## src/core/fbus_pkg.sv

```systemverilog
/*
  shared constants for the fieldbus command word decoder: word widths,
  register numbering, command bit positions, profile codes, timing.
  assumes a single 100 mhz clock domain.
*/
package fbus_pkg;
  localparam int unsigned WORD_W        = 32;
  localparam int unsigned SHORT_W       = 16;
  localparam int unsigned ADDR_W        = 16;
  localparam int unsigned NUM_DATA_IO   = 14;
  localparam int unsigned FIFO_DEPTH    = 8;
  localparam int unsigned FIFO_W        = 1 + ADDR_W + WORD_W; // wide flag, address, data

  // holding register numbering, 6-digit and legacy 5-digit forms
  localparam int unsigned HREG6_BASE    = 400001;
  localparam int unsigned HREG6_LAST    = 465536;
  localparam int unsigned HREG5_BASE    = 40001;
  localparam int unsigned HREG5_LAST    = 49999;
  localparam int unsigned HREG5_REACH   = 409999;

  // register offsets in the 16-bit holding register field
  localparam logic [ADDR_W-1:0] REG_COMMAND_WORD = 16'h0000;
  localparam logic [ADDR_W-1:0] REG_REF_ONE      = 16'h0001;
  localparam logic [ADDR_W-1:0] REG_REF_TWO      = 16'h0002;
  localparam logic [ADDR_W-1:0] REG_STATUS       = 16'h0003;
  localparam logic [ADDR_W-1:0] REG_ACT_ONE      = 16'h0004;
  localparam logic [ADDR_W-1:0] REG_ACT_TWO      = 16'h0005;
  localparam logic [ADDR_W-1:0] REG_DATA_IO_BASE = 16'h0010;
  localparam logic [ADDR_W-1:0] REG_WIDE_BASE    = 16'h2000; // 32-bit parameters

  // command word bit positions
  localparam int unsigned CMD_RAMP_STOP   = 0;
  localparam int unsigned CMD_COAST_STOP  = 1;
  localparam int unsigned CMD_QUICK_STOP  = 2;
  localparam int unsigned CMD_RUN         = 3;
  localparam int unsigned CMD_RAMP_OUT    = 4;
  localparam int unsigned CMD_RAMP_HOLD   = 5;
  localparam int unsigned CMD_RAMP_IN     = 6;
  localparam int unsigned CMD_FAULT_RESET = 7;

  localparam logic PROFILE_CONVERTING   = 1'b0;
  localparam logic PROFILE_PASS_THROUGH = 1'b1;

  // quick stop time default and its cycle count at 100 mhz
  localparam int unsigned CLK_MHZ          = 100;
  localparam int unsigned QUICK_STOP_US    = 1000;
  localparam int unsigned QUICK_STOP_CYCLES = QUICK_STOP_US * CLK_MHZ;
  localparam int unsigned SAVE_CYCLES      = 4;

  typedef enum logic [2:0] {
    ST_START_BLOCKED = 3'b000,
    ST_READY_SWITCH  = 3'b001,
    ST_READY_OPERATE = 3'b011,
    ST_OP_ENABLED    = 3'b010,
    ST_RAMP_STOP     = 3'b110,
    ST_QUICK_STOP    = 3'b111,
    ST_COAST_STOP    = 3'b101,
    ST_FAULT         = 3'b100
  } drive_state_e;
endpackage

```

## src/core/word_fifo.sv

```systemverilog
/*
  small synchronous fifo with valid and ready on both sides.
  assumes one clock and a synchronised active low reset.
*/
module word_fifo #(
  parameter int unsigned WIDTH = 8,
  parameter int unsigned DEPTH = 8
) (
  input  wire logic             clk,
  input  wire logic             rst_sync_b,
  input  wire logic             in_valid,
  output logic                  in_ready,
  input  wire logic [WIDTH-1:0] in_data,
  output logic                  out_valid,
  input  wire logic             out_ready,
  output logic      [WIDTH-1:0] out_data
);
  localparam int unsigned AW = $clog2(DEPTH);

  logic [WIDTH-1:0] mem_ff [DEPTH];
  logic [AW-1:0]    wr_ptr_ff;
  logic [AW-1:0]    rd_ptr_ff;
  logic [AW:0]      count_ff;
  logic             push;
  logic             pop;

  assign in_ready  = (count_ff != (AW+1)'(DEPTH));
  assign out_valid = (count_ff != '0);
  assign push      = in_valid && in_ready;
  assign pop       = out_valid && out_ready;
  assign out_data  = mem_ff[rd_ptr_ff];

  // storage has no reset; only the pointers define contents
  always_ff @(posedge clk) begin
    if (push) begin
      mem_ff[wr_ptr_ff] <= in_data;
    end
  end

  // pointers wrap at the depth, which need not be a power of two
  always_ff @(posedge clk or negedge rst_sync_b) begin
    if (!rst_sync_b) begin
      wr_ptr_ff <= '0;
      rd_ptr_ff <= '0;
      count_ff  <= '0;
    end else begin
      if (push) begin
        wr_ptr_ff <= (wr_ptr_ff == AW'(DEPTH-1)) ? '0 : wr_ptr_ff + 1'b1;
      end
      if (pop) begin
        rd_ptr_ff <= (rd_ptr_ff == AW'(DEPTH-1)) ? '0 : rd_ptr_ff + 1'b1;
      end
      count_ff <= count_ff + (AW+1)'(push) - (AW+1)'(pop);
    end
  end
endmodule

```

## src/core/cmd_word_decoder.sv

```systemverilog
/*
  embedded link slave logic: keeps the command word, references and data
  words written over the link, answers reads, decodes stop, run and ramp.
  assumes link framing outside, one checked access per strobe, 100 mhz clock.
*/
// Operation
// - words are 16 bits, 32 under pass-through with wide mode
// - references held as signed 16 or 32 bits
// - two signed actual values returned to master
// - fourteen data words each bound to address
// - register address field is 16 bits
// - six-digit numbers 400001 to 465536 map
// - wide parameters hidden from five-digit numbering
// - converting or pass-through profile selectable
// - command word drives state changes
// - status word copied or converted per profile
// - bit0 low ramps down to ready-to-switch
// - bit1 low coasts, then start blocked
// - bit2 low quick-stops in time, blocked
// - bit3 enables operation given run enable
// - bit3 drives run enable when bus-sourced
// - bit4 low forces ramp output zero
// - bit5 low freezes ramp output
// - bit6 low zeros ramp input if bus-sourced
// - reference scaling chosen by reference type
// - save copies changes, then returns done
// - pass-through copies word to bits 0-15
// - bit7 rising edge clears fault, blocks start
module cmd_word_decoder
  import fbus_pkg::*;
#(
  parameter int unsigned QUICK_STOP_CNT = QUICK_STOP_CYCLES
) (
  input  wire logic                     clk,
  input  wire logic                     rst_b,
  // link side register access
  input  wire logic                     reg_wr,
  input  wire logic                     reg_rd,
  input  wire logic                     reg_wide,
  input  wire logic                     reg_legacy,
  input  wire logic [ADDR_W-1:0]        reg_addr,
  input  wire logic [WORD_W-1:0]        reg_wdata,
  output logic                          reg_ready,
  output logic      [WORD_W-1:0]        reg_rdata,
  output logic                          reg_rvalid,
  output logic                          reg_err,
  // configuration
  input  wire logic                     profile_sel,
  input  wire logic                     wide_mode,
  input  wire logic                     ref1_scaled,
  input  wire logic                     ref2_scaled,
  input  wire logic                     run_from_bus,
  input  wire logic                     ramp_in_from_bus,
  input  wire logic                     run_enable_in,
  input  wire logic                     fault_in,
  input  wire logic                     stopped_in,
  input  wire logic                     save_req,
  input  wire logic [ADDR_W-1:0]        data_io_map [NUM_DATA_IO],
  // drive side
  input  wire logic [WORD_W-1:0]        drive_status,
  input  wire logic [WORD_W-1:0]        actual_value_one,
  input  wire logic [WORD_W-1:0]        actual_value_two,
  input  wire logic [WORD_W-1:0]        data_io_rd [NUM_DATA_IO],
  output logic      [WORD_W-1:0]        internal_command,
  output logic      [WORD_W-1:0]        reference_one,
  output logic      [WORD_W-1:0]        reference_two,
  output logic                          ref1_scale_en,
  output logic                          ref2_scale_en,
  output logic      [NUM_DATA_IO-1:0]   data_io_wr,
  output logic      [ADDR_W-1:0]        data_io_addr,
  output logic      [WORD_W-1:0]        data_io_wdata,
  output logic                          ramp_stop_n,
  output logic                          coast_stop_n,
  output logic                          quick_stop_n,
  output logic                          run_enable_out,
  output logic                          ramp_out_zero,
  output logic                          ramp_hold,
  output logic                          ramp_in_zero,
  output logic                          fault_clear,
  output logic                          save_busy,
  output logic                          save_done,
  output logic      [2:0]               drive_state
);
  logic                    rst_meta_ff;
  logic                    rst_sync_ff;
  logic                    fifo_out_valid;
  logic                    fifo_out_ready;
  logic [FIFO_W-1:0]       fifo_out_data;
  logic                    wr_wide;
  logic [ADDR_W-1:0]       wr_addr;
  logic [WORD_W-1:0]       wr_data;
  logic                    addr_ok;
  logic [WORD_W-1:0]       command_word_ff;
  logic [WORD_W-1:0]       ref_one_ff;
  logic [WORD_W-1:0]       ref_two_ff;
  logic [WORD_W-1:0]       data_wdata_ff;
  logic [ADDR_W-1:0]       data_addr_ff;
  logic [NUM_DATA_IO-1:0]  data_wr_ff;
  logic [NUM_DATA_IO-1:0]  data_hit;
  logic [WORD_W-1:0]       rdata_ff;
  logic                    rvalid_ff;
  logic                    err_ff;
  logic                    reset_bit_ff;
  logic                    fault_clear_ff;
  logic [31:0]             qs_cnt_ff;
  logic [2:0]              save_cnt_ff;
  logic                    save_busy_ff;
  logic                    save_done_ff;
  logic                    run_ok;
  logic [WORD_W-1:0]       mask;
  drive_state_e            state_ff;
  drive_state_e            nxt_state;

  // reset release through two flops; assertion stays asynchronous
  always_ff @(posedge clk or negedge rst_b) begin
    if (!rst_b) begin
      rst_meta_ff <= 1'b0;
      rst_sync_ff <= 1'b0;
    end else begin
      rst_meta_ff <= 1'b1;
      rst_sync_ff <= rst_meta_ff;
    end
  end

  // word width follows profile and wide mode: narrow words are zero extended
  assign mask = (wide_mode && profile_sel == PROFILE_PASS_THROUGH) ? '1 :
                {{(WORD_W-SHORT_W){1'b0}}, {SHORT_W{1'b1}}};
  // legacy five-digit masters cannot see wide parameter registers
  assign addr_ok = !(reg_legacy && (reg_wide || reg_addr >= REG_WIDE_BASE));

  // writes queue in the fifo so a link burst is never lost; reg_ready pushes back
  word_fifo #(.WIDTH(FIFO_W), .DEPTH(FIFO_DEPTH)) u_wr_fifo (
    .clk        (clk),
    .rst_sync_b (rst_sync_ff),
    .in_valid   (reg_wr && addr_ok),
    .in_ready   (reg_ready),
    .in_data    ({reg_wide, reg_addr, reg_wdata & mask}),
    .out_valid  (fifo_out_valid),
    .out_ready  (fifo_out_ready),
    .out_data   (fifo_out_data)
  );

  assign fifo_out_ready = !save_busy_ff; // parameters are frozen while saving
  assign {wr_wide, wr_addr, wr_data} = fifo_out_data;

  // data words: each one sits at a fixed offset and forwards to a configured parameter address
  for (genvar i = 0; i < NUM_DATA_IO; i++) begin : g_dio
    assign data_hit[i] = (wr_addr == REG_DATA_IO_BASE + ADDR_W'(i));
  end

  // register writes drained from the fifo; only whole words take effect
  always_ff @(posedge clk or negedge rst_sync_ff) begin
    if (!rst_sync_ff) begin
      command_word_ff <= '0;
      ref_one_ff      <= '0;
      ref_two_ff      <= '0;
      data_wr_ff      <= '0;
      data_addr_ff    <= '0;
      data_wdata_ff   <= '0;
    end else begin
      data_wr_ff <= '0;
      if (fifo_out_valid && fifo_out_ready) begin
        if (wr_addr == REG_COMMAND_WORD) begin
          command_word_ff <= wr_data;
        end else if (wr_addr == REG_REF_ONE) begin
          ref_one_ff <= wr_data;
        end else if (wr_addr == REG_REF_TWO) begin
          ref_two_ff <= wr_data;
        end else if (data_hit != '0) begin
          data_wr_ff    <= data_hit;
          data_addr_ff  <= data_io_map[wr_addr[3:0]];
          data_wdata_ff <= wr_data;
        end
      end
    end
  end

  // read port answers one cycle after the strobe
  always_ff @(posedge clk or negedge rst_sync_ff) begin
    if (!rst_sync_ff) begin
      rdata_ff  <= '0;
      rvalid_ff <= 1'b0;
      err_ff    <= 1'b0;
    end else begin
      rvalid_ff <= reg_rd;
      err_ff    <= (reg_rd || reg_wr) && !addr_ok;
      if (reg_rd) begin
        if (!addr_ok) begin
          rdata_ff <= '0;
        end else if (reg_addr == REG_STATUS) begin
          rdata_ff <= (profile_sel == PROFILE_PASS_THROUGH) ?
                      drive_status & mask :
                      {{(WORD_W-SHORT_W){1'b0}}, drive_status[SHORT_W-1:0]};
        end else if (reg_addr == REG_ACT_ONE) begin
          rdata_ff <= actual_value_one & mask;
        end else if (reg_addr == REG_ACT_TWO) begin
          rdata_ff <= actual_value_two & mask;
        end else if (reg_addr >= REG_DATA_IO_BASE &&
                     reg_addr < REG_DATA_IO_BASE + ADDR_W'(NUM_DATA_IO)) begin
          rdata_ff <= data_io_rd[reg_addr[3:0]] & mask;
        end else begin
          rdata_ff <= '0;
        end
      end
    end
  end

  // pass-through copies the low half untouched; converting rebuilds the stop bits and the gated run bit
  always_comb begin
    internal_command = '0;
    if (profile_sel == PROFILE_PASS_THROUGH) begin
      internal_command[SHORT_W-1:0] = command_word_ff[SHORT_W-1:0];
    end else begin
      internal_command[CMD_RAMP_STOP]  = ramp_stop_n;
      internal_command[CMD_COAST_STOP] = coast_stop_n;
      internal_command[CMD_QUICK_STOP] = quick_stop_n;
      internal_command[CMD_RUN]        = run_ok;
    end
  end

  // fault reset acts on a rising edge of bit 7 only
  always_ff @(posedge clk or negedge rst_sync_ff) begin
    if (!rst_sync_ff) begin
      reset_bit_ff   <= 1'b0;
      fault_clear_ff <= 1'b0;
    end else begin
      reset_bit_ff   <= command_word_ff[CMD_FAULT_RESET];
      fault_clear_ff <= (profile_sel == PROFILE_CONVERTING) &&
                        command_word_ff[CMD_FAULT_RESET] && !reset_bit_ff;
    end
  end

  assign ramp_stop_n    = command_word_ff[CMD_RAMP_STOP];
  assign coast_stop_n   = command_word_ff[CMD_COAST_STOP];
  assign quick_stop_n   = command_word_ff[CMD_QUICK_STOP];
  assign run_enable_out = run_from_bus && command_word_ff[CMD_RUN];
  assign run_ok         = command_word_ff[CMD_RUN] && (run_from_bus || run_enable_in);
  // ramp output controls act only while operation is enabled
  assign ramp_out_zero = (state_ff == ST_OP_ENABLED) && !command_word_ff[CMD_RAMP_OUT];
  assign ramp_hold     = (state_ff == ST_OP_ENABLED) && !command_word_ff[CMD_RAMP_HOLD];
  assign ramp_in_zero  = ramp_in_from_bus && !command_word_ff[CMD_RAMP_IN];

  // drive state walk: coast beats quick stop beats ramp stop
  always_comb begin
    nxt_state = state_ff;
    case (state_ff)
      ST_FAULT: begin
        if (fault_clear_ff) begin
          nxt_state = ST_START_BLOCKED;
        end
      end
      ST_COAST_STOP: nxt_state = ST_START_BLOCKED;
      ST_QUICK_STOP: begin
        if (!coast_stop_n) begin
          nxt_state = ST_COAST_STOP;
        end else if (stopped_in || qs_cnt_ff == '0) begin
          nxt_state = ST_START_BLOCKED;
        end
      end
      ST_RAMP_STOP: begin
        if (!coast_stop_n) begin
          nxt_state = ST_COAST_STOP;
        end else if (!quick_stop_n) begin
          nxt_state = ST_QUICK_STOP;
        end else if (stopped_in) begin
          nxt_state = ST_READY_SWITCH;
        end
      end
      ST_START_BLOCKED: begin
        if (coast_stop_n && quick_stop_n && !ramp_stop_n) begin
          nxt_state = ST_READY_SWITCH;
        end
      end
      ST_READY_SWITCH: begin
        if (!coast_stop_n) begin
          nxt_state = ST_COAST_STOP;
        end else if (!quick_stop_n) begin
          nxt_state = ST_QUICK_STOP;
        end else if (ramp_stop_n) begin
          nxt_state = ST_READY_OPERATE;
        end
      end
      ST_READY_OPERATE: begin
        if (!coast_stop_n) begin
          nxt_state = ST_COAST_STOP;
        end else if (!quick_stop_n) begin
          nxt_state = ST_QUICK_STOP;
        end else if (!ramp_stop_n) begin
          nxt_state = ST_READY_SWITCH;
        end else if (run_ok) begin
          nxt_state = ST_OP_ENABLED;
        end
      end
      ST_OP_ENABLED: begin
        if (!coast_stop_n) begin
          nxt_state = ST_COAST_STOP;
        end else if (!quick_stop_n) begin
          nxt_state = ST_QUICK_STOP;
        end else if (!ramp_stop_n) begin
          nxt_state = ST_RAMP_STOP;
        end else if (!run_ok) begin
          nxt_state = ST_READY_OPERATE;
        end
      end
      default: nxt_state = ST_START_BLOCKED;
    endcase
    if (fault_in) begin
      nxt_state = ST_FAULT;
    end
  end

  // state only moves under the converting profile
  always_ff @(posedge clk or negedge rst_sync_ff) begin
    if (!rst_sync_ff) begin
      state_ff <= ST_START_BLOCKED;
    end else if (profile_sel == PROFILE_CONVERTING) begin
      state_ff <= nxt_state;
    end
  end

  // quick stop timer loads on entry and counts down while stopping
  always_ff @(posedge clk or negedge rst_sync_ff) begin
    if (!rst_sync_ff) begin
      qs_cnt_ff <= '0;
    end else if (state_ff != ST_QUICK_STOP) begin
      qs_cnt_ff <= QUICK_STOP_CNT;
    end else if (qs_cnt_ff != '0) begin
      qs_cnt_ff <= qs_cnt_ff - 1'b1;
    end
  end

  // save holds the write drain for a few cycles, then reports done
  always_ff @(posedge clk or negedge rst_sync_ff) begin
    if (!rst_sync_ff) begin
      save_cnt_ff  <= '0;
      save_busy_ff <= 1'b0;
      save_done_ff <= 1'b1;
    end else if (save_busy_ff) begin
      if (save_cnt_ff == 3'(SAVE_CYCLES - 1)) begin
        save_busy_ff <= 1'b0;
        save_done_ff <= 1'b1;
      end
      save_cnt_ff <= save_cnt_ff + 1'b1;
    end else if (save_req) begin
      save_busy_ff <= 1'b1;
      save_done_ff <= 1'b0;
      save_cnt_ff  <= '0;
    end
  end

  assign reg_rdata     = rdata_ff;
  assign reg_rvalid    = rvalid_ff;
  assign reg_err       = err_ff;
  assign reference_one = ref_one_ff & mask;
  assign reference_two = ref_two_ff & mask;
  assign ref1_scale_en = ref1_scaled && profile_sel == PROFILE_CONVERTING;
  assign ref2_scale_en = ref2_scaled && profile_sel == PROFILE_CONVERTING;
  assign data_io_wr    = data_wr_ff;
  assign data_io_addr  = data_addr_ff;
  assign data_io_wdata = data_wdata_ff;
  assign fault_clear   = fault_clear_ff;
  assign save_busy     = save_busy_ff;
  assign save_done     = save_done_ff;
  assign drive_state   = state_ff;
endmodule

```

## config.mk

```make
export PLATFORM = sky130hd
export DESIGN_NAME = cmd_word_decoder
export DESIGN_NICKNAME = d
export VERILOG_FILES = /design/src/core/fbus_pkg.sv /design/src/core/word_fifo.sv /design/src/core/cmd_word_decoder.sv
export SDC_FILE = /design/constraint.sdc
export NUM_CORES = 1
export LEC_CHECK = 0
export BUFFER_PORTS_ARGS = -buffer_cell sky130_fd_sc_hd__buf_2
export CORE_AREA = 2 2 409 411
export CTS_CLUSTER_SIZE = 8
export DETAILED_ROUTE_END_ITERATION = 10
export DIE_AREA = 0 0 411 413
export GPL_TIMING_DRIVEN = 0
export PLACE_DENSITY = 0.43
export SYNTH_ARGS = -nofsm -noshare
export SYNTH_HDL_FRONTEND = slang
export SYNTH_SLANG_ARGS = --single-unit
```

## constraint.sdc

```tcl
create_clock -name clk -period 8.4 [get_ports clk]
set_input_delay 1.68 -clock clk [delete_from_list [all_inputs] [get_ports clk]]
set_output_delay 1.68 -clock clk [all_outputs]
set_load 0.05 [all_outputs]
```

==> results, run 1 <==
- The number of gates resized after cts is 0.
- After floorplanning, the core was divided into 150 placement rows.
- The number of H-tree levels is 3.
- The count of endpoints failing hold in the final timing report is 0.
- The die covers 170000 µm².
- The via count of the first global-routing pass is 24.9k.
- The maximum ir drop on the vdd rail is 175 µV.
- The capture instance of the worst register-to-register path is data_io_wr[13].
- The cell area that synthesis handed to floorplanning was 30700 µm².
- The fraction of final layout cells sized beyond drive strength 1 is 48.5%.
- Setup total negative slack on the finished layout was measured at 0 ns.
- The flow ran to the end, and the final reports show no timing, DRC or antenna violations.
- Of the total synthesized cell area, the portion taken by XOR and XNOR cells is 0.712%.
- The startpoint kind of the worst setup timing path is an input port.
- The count of buffers from port buffering is 1023.
- Synthesis inferred 614 register bits.
- The netlist uses 67 different library cells.
- The total setup violations reported at the end of the flow is 0.
- The initial antenna violation count came to 174.
- The slew at the pin closest to its max-slew limit is 1.32 ns.
- The post-synthesis simple-gate area fraction is 6.60%.
- For met3 alone, demand over resource in global routing was 4.88%.
- The core region is 166000 µm².
- The mean routed wirelength per cell is 32.0 µm.
- After synthesis, the largest family of logic cells by area is multiplexers.
- The share of synthesized cell area in full adder, half adder and majority cells is 0.594%.
- The critical path class is in -> reg.
- Buffers inserted during clock tree synthesis total 89.
- The count of nets left with antenna violations once routing finished came out at 0.
- The tree built by TritonCTS fans out to 614 sinks.
- The worst setup skew after layout is 0.0563 ns.
- The Yosys step of the flow raised 0 warnings.
- The clock tree buffer depth is 3.
- After detailed routing, the number of vias per cell comes to 4.40.
- The die width is 411 µm.
- The met1 global-route usage is 25.7%.
- The clock latency at the later pin of the worst-skew pair is 0.69 ns.
- TritonCTS built the clock tree.
- The initial utilization of the core area, before any placement, comes to 18.5%.
- In the layout the commonest cells are buf_2 (1060), edfxtp_1 (384), dfrtp_1 (228).
- Averaged over all synthesized cells, the footprint is 14.6 µm².
- The worst min-delay path category is reg -> async.
- The most used flip-flop cell after synthesis is edfxtp_1.
- The number of violations reported at the end of detailed-routing iteration 0 is 2216.
- The first detailed-routing pass took 6 iterations.
- The compound-gate portion of the synthesized area is 5.83%.
- Setup repair after global routing left no endpoint under its margin.
- Global routing consumed, on the met2 layer, 32.9% of the routing resources.
- Power comes to 10.7 mW.
- The cell count after placement is 5400.
- For this run the aggregate overflow at the end of global routing stands at 0.
- The global routing stage identified its most utilized layer as met2.
- The largest fanout on the critical path is 11.
- STA puts the critical path data arrival time at 6.70 ns.
- In this run the count of I/O pins placed on the die edge is 1040.
- The count of max-cap constraint violations is 0.
- The worst pin sits at a relative slew slack of 11.8%.
- The power density over the cells is 253 nW/µm².
- The total number of vias is 25.0k.
- The number of flops mapped to enable cells by yosys is 384.
- The final RePlAce weighted congestion is 0.965.
- In the routed design, unresolved DRC markers number 0.
- Relative to the synthesized area, the layout overhead comes to 37.8%.
- For the finished layout, the period the worst path requires is 6.20 ns.
- The startpoint identified for the worst register-to-register timing path is u_wr_fifo.rd_ptr_ff[0].
- The number of standard cells after synthesis is 2112.
- The root buffer cell chosen for the clock tree is clkbuf_16.
- The first global-routing pass estimated 234000 µm of wire.
- Final hold analysis gives a worst-case slack of 0.303 ns.
- The most common cell after layout, fill and taps aside is buf_2.
- Data on the critical path is required at its endpoint by 8.90 ns.
- The clock-pin slew on the worst setup and hold paths is 0.05 ns.
- The number of buffers added for setup after CTS is 0.
- Sequential cells were found to cover 56.2% of the synthesized design area.
- The number of fill cells is 17.7k.
- Entering global routing, the biggest net connects 66 pins.
- The net count of the finished layout is 4133.
- The count of pins over their slew limit is 0.
- The reg2reg setup slack is 3.93 ns.
- The worst setup path is captured at a register.
- The highest achievable clock rate is 161 MHz.
- For this run, the total global-route usage over all layers was measured as 20.8%.
- After synthesis, the share of cell area in mux cells is 26.0%.
- For the worst flop-to-flop path, the logic depth is 8.
- The reported leakage power is 17.8 nW.
- The total wire length after detailed routing is 182000 µm.
- The number of hold buffers added after cts is 0.
- The final core utilization is 25.5%.
- The critical path startpoint is reg_addr[0].
- The final critical-path share of the clock period is 73.8%.
- For this run, asynchronously set or reset flops after synthesis account for 37.5%.
- From bottom edge to top edge, the die measures 413 µm.
- Detailed placement ended at an HPWL of 156000 µm.
- Once layout is complete, the cells apart from fillers number 5685.
stage by stage:
step	worst slack [ns]	cell area [µm²]
2_1_floorplan	0.516	30800
3_3_place_gp	-8.17	38700
3_5_place_dp	1.01	39400
4_1_cts	1.71	42100
5_1_grt	1.63	42300
6_report	2.20	42400
Yosys cell counts (3+ instances only):
cell	n	share of area, %
o21a_1	3	0.073
buf_4	51	1.2
buf_6	6	0.22
or2_2	3	0.061
a222oi_1	32	1.0
o311ai_0	4	0.11
nor4b_1	3	0.085
buf_1	21	0.26
o22ai_1	63	1.3
o211ai_1	5	0.12
or3_1	5	0.10
a21oi_1	25	0.41
and2_1	16	0.33
dfrtp_1	229	19
xor2_1	20	0.57
xnor2_1	5	0.14
o21ai_0	55	0.90
nand2b_1	14	0.28
a221o_1	17	0.55
mux2i_1	179	5.8
nor3_1	40	0.65
mux4_2	159	12
o31ai_1	4	0.098
a22o_1	3	0.085
nand4b_1	3	0.085
clkbuf_1	88	1.1
mux2_2	182	6.7
nor4_1	26	0.53
inv_1	48	0.59
a21boi_0	3	0.073
nor2b_1	25	0.51
or3b_2	3	0.085
buf_2	37	0.60
nand4_1	10	0.20
o221ai_1	3	0.085
mux2_1	49	1.8
and3_1	49	1.0
ha_1	13	0.53
a22oi_1	14	0.34
edfxtp_1	384	38
nand2_1	34	0.42
a31oi_1	15	0.31
nand3_1	16	0.26
nor2_1	109	1.3
or4_1	9	0.22
layout make-up:
type	instances	area (µm²)	share of cell area, %
inverter	48	180	0.425
timing repair buffer	1069	5730	13.5
clock buffer	153	2490	5.87
multi-input combinational	1262	12300	29.1
buffer	203	1040	2.47
clock inverter	11	213	0.502
tap	2204	2760	6.51
antenna	121	303	0.715
sequential	614	17300	40.8
logic make-up after synthesis:
family / count (synthesis)
AOI/OAI and AO/OA: 259
adders and majority gates: 14
and+or+nand+nor: 377
DFF: 614
buffers and inverters: 251
other: 2
muxes: 570
xor gates and xnor gates: 25
metal layers:
layer	part of all wire, %	vias to the layer above
met5	0.15	-
met4	6.7	44
met3	7.9	406
met2	46	1280
met1	40	12500
li1	-	10800
worst max-delay path by stage:
| stage | end | slack (ns) |
|---|---|---|
| 2_1_floorplan | u_wr_fifo.mem_ff[0][0] | 0.52 |
| 3_3_place_gp | u_wr_fifo.mem_ff[0][46] | -8.17 |
| 3_5_place_dp | reg_rdata[28] | 1.01 |
| 4_1_cts | reg_rdata[28] | 1.71 |
| 5_1_grt | reg_rdata[28] | 1.63 |
| 6_report | reg_rdata[28] | 2.20 |
where the power goes:
part | leakage [nW] | total (mW) | switching [mW] | internal [mW]
logic | 9.97 | 3.79 | 2.33 | 1.46
clock network | 1.27 | 3.46 | 1.41 | 2.05
registers | 6.56 | 3.48 | 0.0710 | 3.41
total | 17.8 | 10.7 | 3.81 | 6.92
flip-flops by register name, indices dropped and copies added (netlist names), 3 cells and up:
signal               cells
reg_rdata               32
command_word_ff         16
data_io_addr            16
data_io_wr              14
qs_cnt_ff               32
u_wr_fifo.wr_ptr_ff      3
save_cnt_ff              3
ref_one_ff              32
ref_two_ff              32
u_wr_fifo.count_ff       4
u_wr_fifo.mem_ff       384
drive_state              3
u_wr_fifo.rd_ptr_ff      3
data_io_wdata           32
worst max-delay path: stages:
cell and delay (ns):
buf_2 0.32, buf_2 0.35, buf_2 0.52, clkbuf_1 0.95
buf_2 0.64, mux2i_1 0.70, nor2_1 0.07, o21ai_0 0.31
o21ai_0 0.42, a222oi_1 0.52, o22ai_1 0.12
Note: power is estimated with default switching activity, not from simulation.
==> run 2: changes to the inputs <==
--- a/config.mk
+++ b/config.mk
@@ -6,12 +6,12 @@
 export NUM_CORES = 1
 export LEC_CHECK = 0
 export BUFFER_PORTS_ARGS = -buffer_cell sky130_fd_sc_hd__buf_2
-export CORE_AREA = 2 2 409 411
+export CORE_AREA = 2 2 406 408
 export CTS_CLUSTER_SIZE = 8
 export DETAILED_ROUTE_END_ITERATION = 10
-export DIE_AREA = 0 0 411 413
+export DIE_AREA = 0 0 408 410
 export GPL_TIMING_DRIVEN = 0
-export PLACE_DENSITY = 0.43
+export PLACE_DENSITY = 0.44
 export SYNTH_ARGS = -nofsm -noshare
 export SYNTH_HDL_FRONTEND = slang
 export SYNTH_SLANG_ARGS = --single-unit
==> constraint.sdc (replaced) <==
create_clock -name clk -period 5.5 [get_ports clk]
set_input_delay 1.1 -clock clk [delete_from_list [all_inputs] [get_ports clk]]
set_output_delay 1.1 -clock clk [all_outputs]
set_load 0.05 [all_outputs]
==> run 2 against run 1 <==
Global-route usage grew 0.31 points. Clock skew grew 0.0039 ns. Setup slack lost 2.1 ns. Largest cell class unchanged. Critical path type unchanged. Non-clock buffer count shrank 8. Via count grew 0.40%. Highest routed layer unchanged. Critical path depth shrank 2. Flip-flop and latch count is the same. Sequential share of layout area shrank 0.076 points.
==> results, run 2 (synthesis results as in run 1) <==
- The run finished with clean final reports.
- The final net count was 4125 (-0.19%).
- The clock sink total is 614 (unchanged).
- The count of TritonRoute iterations in the first routing pass was 6 (unchanged).
- The number of violations reported at the end of detailed-routing iteration 0 is 2230 (+0.63%).
- The final core utilization is 26.0% (+0.42 points).
- The post-route total power is 16.3 mW (+52%).
- The layout overhead on the synthesized area is 38.0%.
- The die width is 408 µm (-0.73%).
- The root buffer selected by CTS is clkbuf_16.
- Timing would allow up to 185 MHz.
- The number of fill cells is 17.5k (-1.3%).
- The final RePlAce weighted congestion is 0.928 (-3.8%).
- The min-delay analysis places its worst path in the category in -> async.
- The worst setup path is captured at a register.
- The count of pins over their slew limit is 0 (unchanged).
- The number of buffers added for setup after CTS is 0 (unchanged).
- The count of max-cap constraint violations came to 0 (unchanged).
- The clock latency at the later pin of the worst-skew pair came to 0.69 ns (about the same).
- The overall die height came to 410 µm (-0.73%).
- The standard-cell row count is 149 (-0.67%).
- The power density over the cells was 385 nW/µm² (+52%).
- The via count of the first global-routing pass is 24.9k (+0.084%).
- The count of endpoints failing hold in the final timing report is 0 (unchanged).
- The initial cell density of the core came to 18.8% (+0.27 points).
- The DRC violations left was 0 (unchanged).
- The maximum number of pins on one net before global-route repair came to 66 (unchanged).
- The post-route antenna net violation count is 0 (unchanged).
- The clock group share of total power came to 31.9% (-0.3 points).
- The total number of vias is 25.1k (+0.40%).
- The top cell types in the final layout, fill and taps aside, are buf_2 (1060), edfxtp_1 (384), dfrtp_1 (228).
- The power share of the sequential group is 32.7% (+0.2 points).
- The register area is 17300 µm² (unchanged).
- In this design, the largest share of critical-path delay is due to buffers and inverters.
- The worst slew slack as a fraction of its limit is 19.5% (+7.7 points).
- The core box area is 163000 µm² (-1.5%).
- STA classifies the critical path startpoint as an input port.
- The area of the die is 167000 µm² (-1.5%).
- The area used by multi-input combinational logic came to 12400 µm² (+0.12%).
- The fraction of final layout cells sized beyond drive strength 1 is 48.5% (about the same).
- Traced cell by cell, the critical path runs through buf_2 > clkbuf_1 > buf_1 > clkbuf_1 > mux4_2 > mux2i_1 > o21ai_0 > a222oi_1 > o22ai_1.
- The critical path class is in -> reg.
- The largest fanout on the critical path is 16 (+5).
- The count of buffers from port buffering is 1023 (unchanged).
- Setup repair after global routing left no endpoint under its margin.
- The initial antenna violation count came to 166 (-4.6%).
- The remaining global-route overflow is 0 (unchanged).
- The total setup violations reported at the end of the flow is 0 (unchanged).
- The detailed-placement wirelength estimate is 156000 µm (about the same).
- The worst stage delay on the critical path is 0.95 ns (about the same).
- The reported leakage power is 17.8 nW (-0.12%).
- The mean routed wirelength per cell came to 31.9 µm (-0.25%).
- The worst setup skew after layout is 0.0602 ns (+0.00387 ns).
- The first-pass GRT wire length is 235000 µm (+0.29%).
- The post-detailed-route via-to-cell ratio is 4.41 (+0.14%).
- The critical path's slowest cell is buf_1.
- The number of flip-flops under the largest register name was 384 (unchanged).
- The number of H-tree levels was 3 (unchanged).
- The clock tree buffer depth is 3 (unchanged).
- The register bank with the most flops is u_wr_fifo.mem_ff.
- The cell count after placement is 5379 (-0.39%).
- The global router's overall resource usage is 21.1% (+0.31 points).
- The final total negative setup slack came to 0 ns (unchanged).
- The most common cell after layout, fill and taps aside is buf_2.
- The power spent charging and discharging nets is 5.78 mW (+52%).
- The required time at the endpoint of the critical path is 6.05 ns (-2.85 ns).
- The combinational cell fraction of total power is 35.4% (about the same).
- The maximum ir drop on the vdd rail came to 298 µV (+71%).
- The clock tree from TritonCTS is built.
- The I/O pin count is 1040 (unchanged).
- The total buffers and inverters traversed by the critical path was 4 (-1).
- The slew at the pin closest to its max-slew limit is 1.21 ns (-0.115 ns).
- The cell-internal power is 10.5 mW (+52%).
- The switching share of power was 35.4% (-0.13 points).
- The arrival time of data at the critical path endpoint is 5.95 ns (-0.75 ns).
- The final cell count without fillers is 5700 (+0.26%).
- The clock buffer count from CTS came to 89 (unchanged).
- After layout, the minimum clock period comes to 5.41 ns.
- The dominant cell type by count on the critical path is clkbuf_1.
- The total wire length after detailed routing is 182000 µm (about the same).
- The tightest hold margin came to 0.215 ns (-0.0887 ns).
- The clock-pin slew on the worst setup and hold paths is 0.05 ns (about the same).
- After layout, the worst path uses 98.3% of the clock period.
[run 2: layout make-up]
cell class	count	share of cell area (%)
Antenna cell	163	0.961
Clock inverter	11	0.431
Inverter	48	0.425
Sequential cell	614	40.8
Buffer	201	2.44
Multi-Input combinational cell	1262	29.1
Clock buffer	149	5.87
Tap cell	2189	6.45
Timing Repair Buffer	1063	13.5
[run 2: worst paths after layout]
kind	slack (ns)	start	cells after the start	endpoint
hold reg to reg	0.35	rst_meta_ff	0	rst_sync_ff
hold / removal	0.21	rst_b	1	rst_sync_ff
setup / recovery	0.09	reg_addr[1]	9	reg_rdata[16]
setup reg to reg	0.97	u_wr_fifo.rd_ptr_ff[1]	6	ref_one_ff[22]
min in group clk	0.35	rst_meta_ff	0	rst_sync_ff
max in group asynchronous	3.83	rst_sync_ff	2	data_io_wdata[8]
[run 2: power groups by stage]
stage               registers [mW]  clock network, mW  logic, mW
finish                        5.33               5.21       5.78
global route                  5.36               5.55       6.16
CTS                           5.33               5.36       5.84
detailed placement            5.42                  0       5.83
global placement              5.48                  0       5.66
floorplan                     5.47                  0       3.33
[run 2: what timing repair did]
item                       CTS  global route
setup endpoints to repair   16             0
hold endpoints to repair     0             0
hold buffers                 0             0
gates resized for setup      1             0
[run 2: metal layers]
metal  track usage (%)  wire length [µm]  part of all wire (%)  vias up
li1                  -                 -                     -    10800
met1              26.4             73400                    40    12700
met2              33.1             83100                    46     1259
met3              4.72             13300                   7.3      385
met4              12.9             12000                   6.6       34
met5                 0               208                  0.11        -
[run 2: stage by stage]
stage | worst slack [ns] | instance area [µm²]
global placement | -7.82 | 38700
detailed placement | -1.22 | 39400
finish | 0.0934 | 42400
floorplan | -0.493 | 30800
global route | 0.00315 | 42300
CTS | 0.124 | 42000
==> run 3: changes to the inputs <==
--- a/config.mk
+++ b/config.mk
@@ -11,7 +11,7 @@
 export DETAILED_ROUTE_END_ITERATION = 10
 export DIE_AREA = 0 0 408 410
 export GPL_TIMING_DRIVEN = 0
-export PLACE_DENSITY = 0.44
+export PLACE_DENSITY_LB_ADDON = 0.3
 export SYNTH_ARGS = -nofsm -noshare
 export SYNTH_HDL_FRONTEND = slang
 export SYNTH_SLANG_ARGS = --single-unit
==> run 3 against run 2 <==
Non-clock buffer count stayed put. Clock skew is 0.0080 ns higher. Die area stayed put. Utilization hardly changed. Clock power hardly changed. Total power is 0.16% lower. Sequential power hardly changed. Clock-buffer cell count is 5 lower. First-iteration DRC count is 0.72% higher.
==> results, run 3 (synthesis results as in run 1) <==
- The flow ran to the end, and the final reports show no timing, DRC or antenna violations.
- The number of flip-flops under the largest register name was 384 (unchanged).
- The clock tree from TritonCTS is built.
- The worst slew slack as a fraction of its limit was 19.6% (+0.089 points).
- The count of pins over their slew limit is 0 (unchanged).
- Setup repair after global routing left no endpoint under its margin.
- The clock-pin slew on the worst setup and hold paths was 0.05 ns (about the same).
- The core box area is 163000 µm² (unchanged).
- The post-route antenna net violation count is 0 (unchanged).
- The post-detailed-route via-to-cell ratio was 4.42 (+0.27%).
- The total setup violations reported at the end of the flow is 0 (unchanged).
- The worst-case setup slack after placement came to -1.37 ns (-0.145 ns).
- The largest fanout on the critical path came to 17 (+1).
- The slew at the pin closest to its max-slew limit is 1.19 ns (-0.0140 ns).
- The power density over the cells is 385 nW/µm² (about the same).
- The total wire length after detailed routing was 182000 µm (-0.11%).
- The I/O pin count was 1040 (unchanged).
- The required time at the endpoint of the critical path is 6.04 ns (about the same).
- The remaining global-route overflow came to 0 (unchanged).
- The overall die height is 410 µm (unchanged).
- The reported leakage power is 17.8 nW (about the same).
- The mean routed wirelength per cell is 32.1 µm (+0.45%).
- The startpoint kind of the worst setup timing path is an input port.
- The clock sink total is 614 (unchanged).
- The count of buffers from port buffering is 1023 (unchanged).
- The post-route total power came to 16.3 mW (-0.16%).
- The initial cell density of the core is 18.8% (unchanged).
- The count of TritonRoute iterations in the first routing pass is 6 (unchanged).
- The layout overhead on the synthesized area is 37.8%.
- The via count of the first global-routing pass is 25.3k (+1.8%).
- The final cell count without fillers is 5668 (-0.56%).
- The final RePlAce weighted congestion came to 0.962 (+3.7%).
- The highest achievable clock rate came to 193 MHz (+4.2%).
- The clock buffer count from CTS is 89 (unchanged).
- The number of H-tree levels is 3 (unchanged).
- The count of endpoints failing hold in the final timing report came to 0 (unchanged).
- The detailed-placement wirelength estimate is 156000 µm (about the same).
- The library cell used most frequently in the layout, excluding fill and tap cells, is buf_2.
- The critical path class is in -> reg.
- The worst min-delay path category is reg -> async.
- The total number of vias is 25.1k (-0.29%).
- The fraction of final layout cells sized beyond drive strength 1 is 48.5% (about the same).
- STA classifies the critical path endpoint as a register.
- The cell count after placement was 5378 (-0.019%).
- The final net count came to 4125 (unchanged).
- The area of the die was 167000 µm² (unchanged).
- The clock latency at the later pin of the worst-skew pair is 0.70 ns (about the same).
- The number of fill cells is 17.4k (-0.49%).
- The DRC violations left came to 0 (unchanged).
- The number of violations reported at the end of detailed-routing iteration 0 is 2246 (+0.72%).
- The shortest clock period the worst path allows after layout was 5.19 ns (-0.216 ns).
- The die width is 408 µm (unchanged).
- The top cell types in the final layout, fill and taps aside, are buf_2 (1060), edfxtp_1 (384), dfrtp_1 (228).
- The count of max-cap constraint violations is 0 (unchanged).
- The maximum ir drop on the vdd rail is 230 µV (-23%).
- The clock tree buffer depth came to 3 (unchanged).
- The arrival time of data at the critical path endpoint is 5.73 ns (-0.22 ns).
- The initial antenna violation count is 161 (-3.0%).
- The global router's overall resource usage is 21.1% (about the same).
- The register with the most flip-flops in the final layout is u_wr_fifo.mem_ff.
- The root buffer selected by CTS is clkbuf_16.
- The final critical-path share of the clock period is 94.4% (-3.9 points).
- The first-pass GRT wire length is 235000 µm (about the same).
- The number of buffers added for setup after CTS is 0 (unchanged).
- The worst-case setup margin in the final layout is 0.309 ns (+0.216 ns).
- The worst setup skew after layout is 0.0682 ns (+0.00799 ns).
- The maximum number of pins on one net before global-route repair is 52 (-21%).
- The worst-case reg-to-reg path depth is 8 (+2).
- The standard-cell row count came to 149 (unchanged).
==> run 3: cell count changes in the layout (fill, tap and decap cells not counted), moves of 2 or more <==
| cell | delta |
|---|---|
| diode_2 | -28 |
| clkbuf_8 | -3 |
| o21ai_0 | -3 |
| o21ai_1 | +3 |
| buf_16 | +2 |
| buf_6 | -2 |
| buf_8 | -2 |
| clkinv_2 | +2 |
| inv_6 | -2 |
==> run 3: routing by layer <==
layer	vias up	share of wire, %	track usage, %
met1	12600	41	26.4
li1	10700	-	-
met2	1299	46	32.7
met3	365	7.1	5.00
met4	42	5.8	13.2
met5	-	0.14	0
==> run 3: power breakdown <==
group	leakage, nW	switching, mW	internal, mW
Clock	1.25	2.13	3.05
Combinational	9.96	3.56	2.23
Sequential	6.56	0.114	5.21
Total	17.8	5.80	10.5
==> run 3: worst max-delay path, stage by stage <==
cell      delay (ns)
buf_2           0.46
clkbuf_1        0.67
buf_1           0.75
clkbuf_1        0.76
mux4_2          0.51
mux2i_1         0.11
o21ai_0         0.95
a222oi_1        0.19
o22ai_1         0.18
==> run 3: what timing repair did <==
action | 4_1_cts | 5_1_grt
gates resized for setup | 4 | 0
endpoints found under the hold margin | 0 | 0
endpoints found under the setup margin | 15 | 0
hold buffers | 0 | 0
==> run 3: worst paths after layout <==
check,start,to,slack [ns]
setup / recovery,reg_addr[1],reg_rdata[17],0.31
max in group asynchronous,rst_sync_ff,ref_one_ff[9],3.75
hold / removal,rst_sync_ff,save_cnt_ff[2],0.22
hold reg to reg,rst_sync_ff,save_cnt_ff[2],0.22
min in group clk,rst_meta_ff,rst_sync_ff,0.35
setup reg to reg,u_wr_fifo.rd_ptr_ff[1],data_io_wdata[26],1.19
==> run 3: final cells by class <==
type	count	area, µm²	share of cell area [%]
tap	2189	2740	6.47
multi-input combinational	1262	12400	29.2
clock inverter	12	195	0.461
buffer	202	1040	2.46
inverter	48	180	0.425
sequential	614	17300	40.8
antenna	135	338	0.798
timing repair buffer	1062	5770	13.6
clock buffer	144	2440	5.77
==> run 3: metrics by stage <==
step           hold WS, ns   TNS, ns  utilization, %  area [µm²]
5_1_grt              0.188         0            25.8       42300
2_1_floorplan        0.331    -70.98               -       30800
4_1_cts              0.166         0            25.7       42000
3_3_place_gp         0.336  -2395.89            23.6       38700
6_report             0.216         0            25.9       42400
3_5_place_dp         0.270    -16.45            24.1       39400
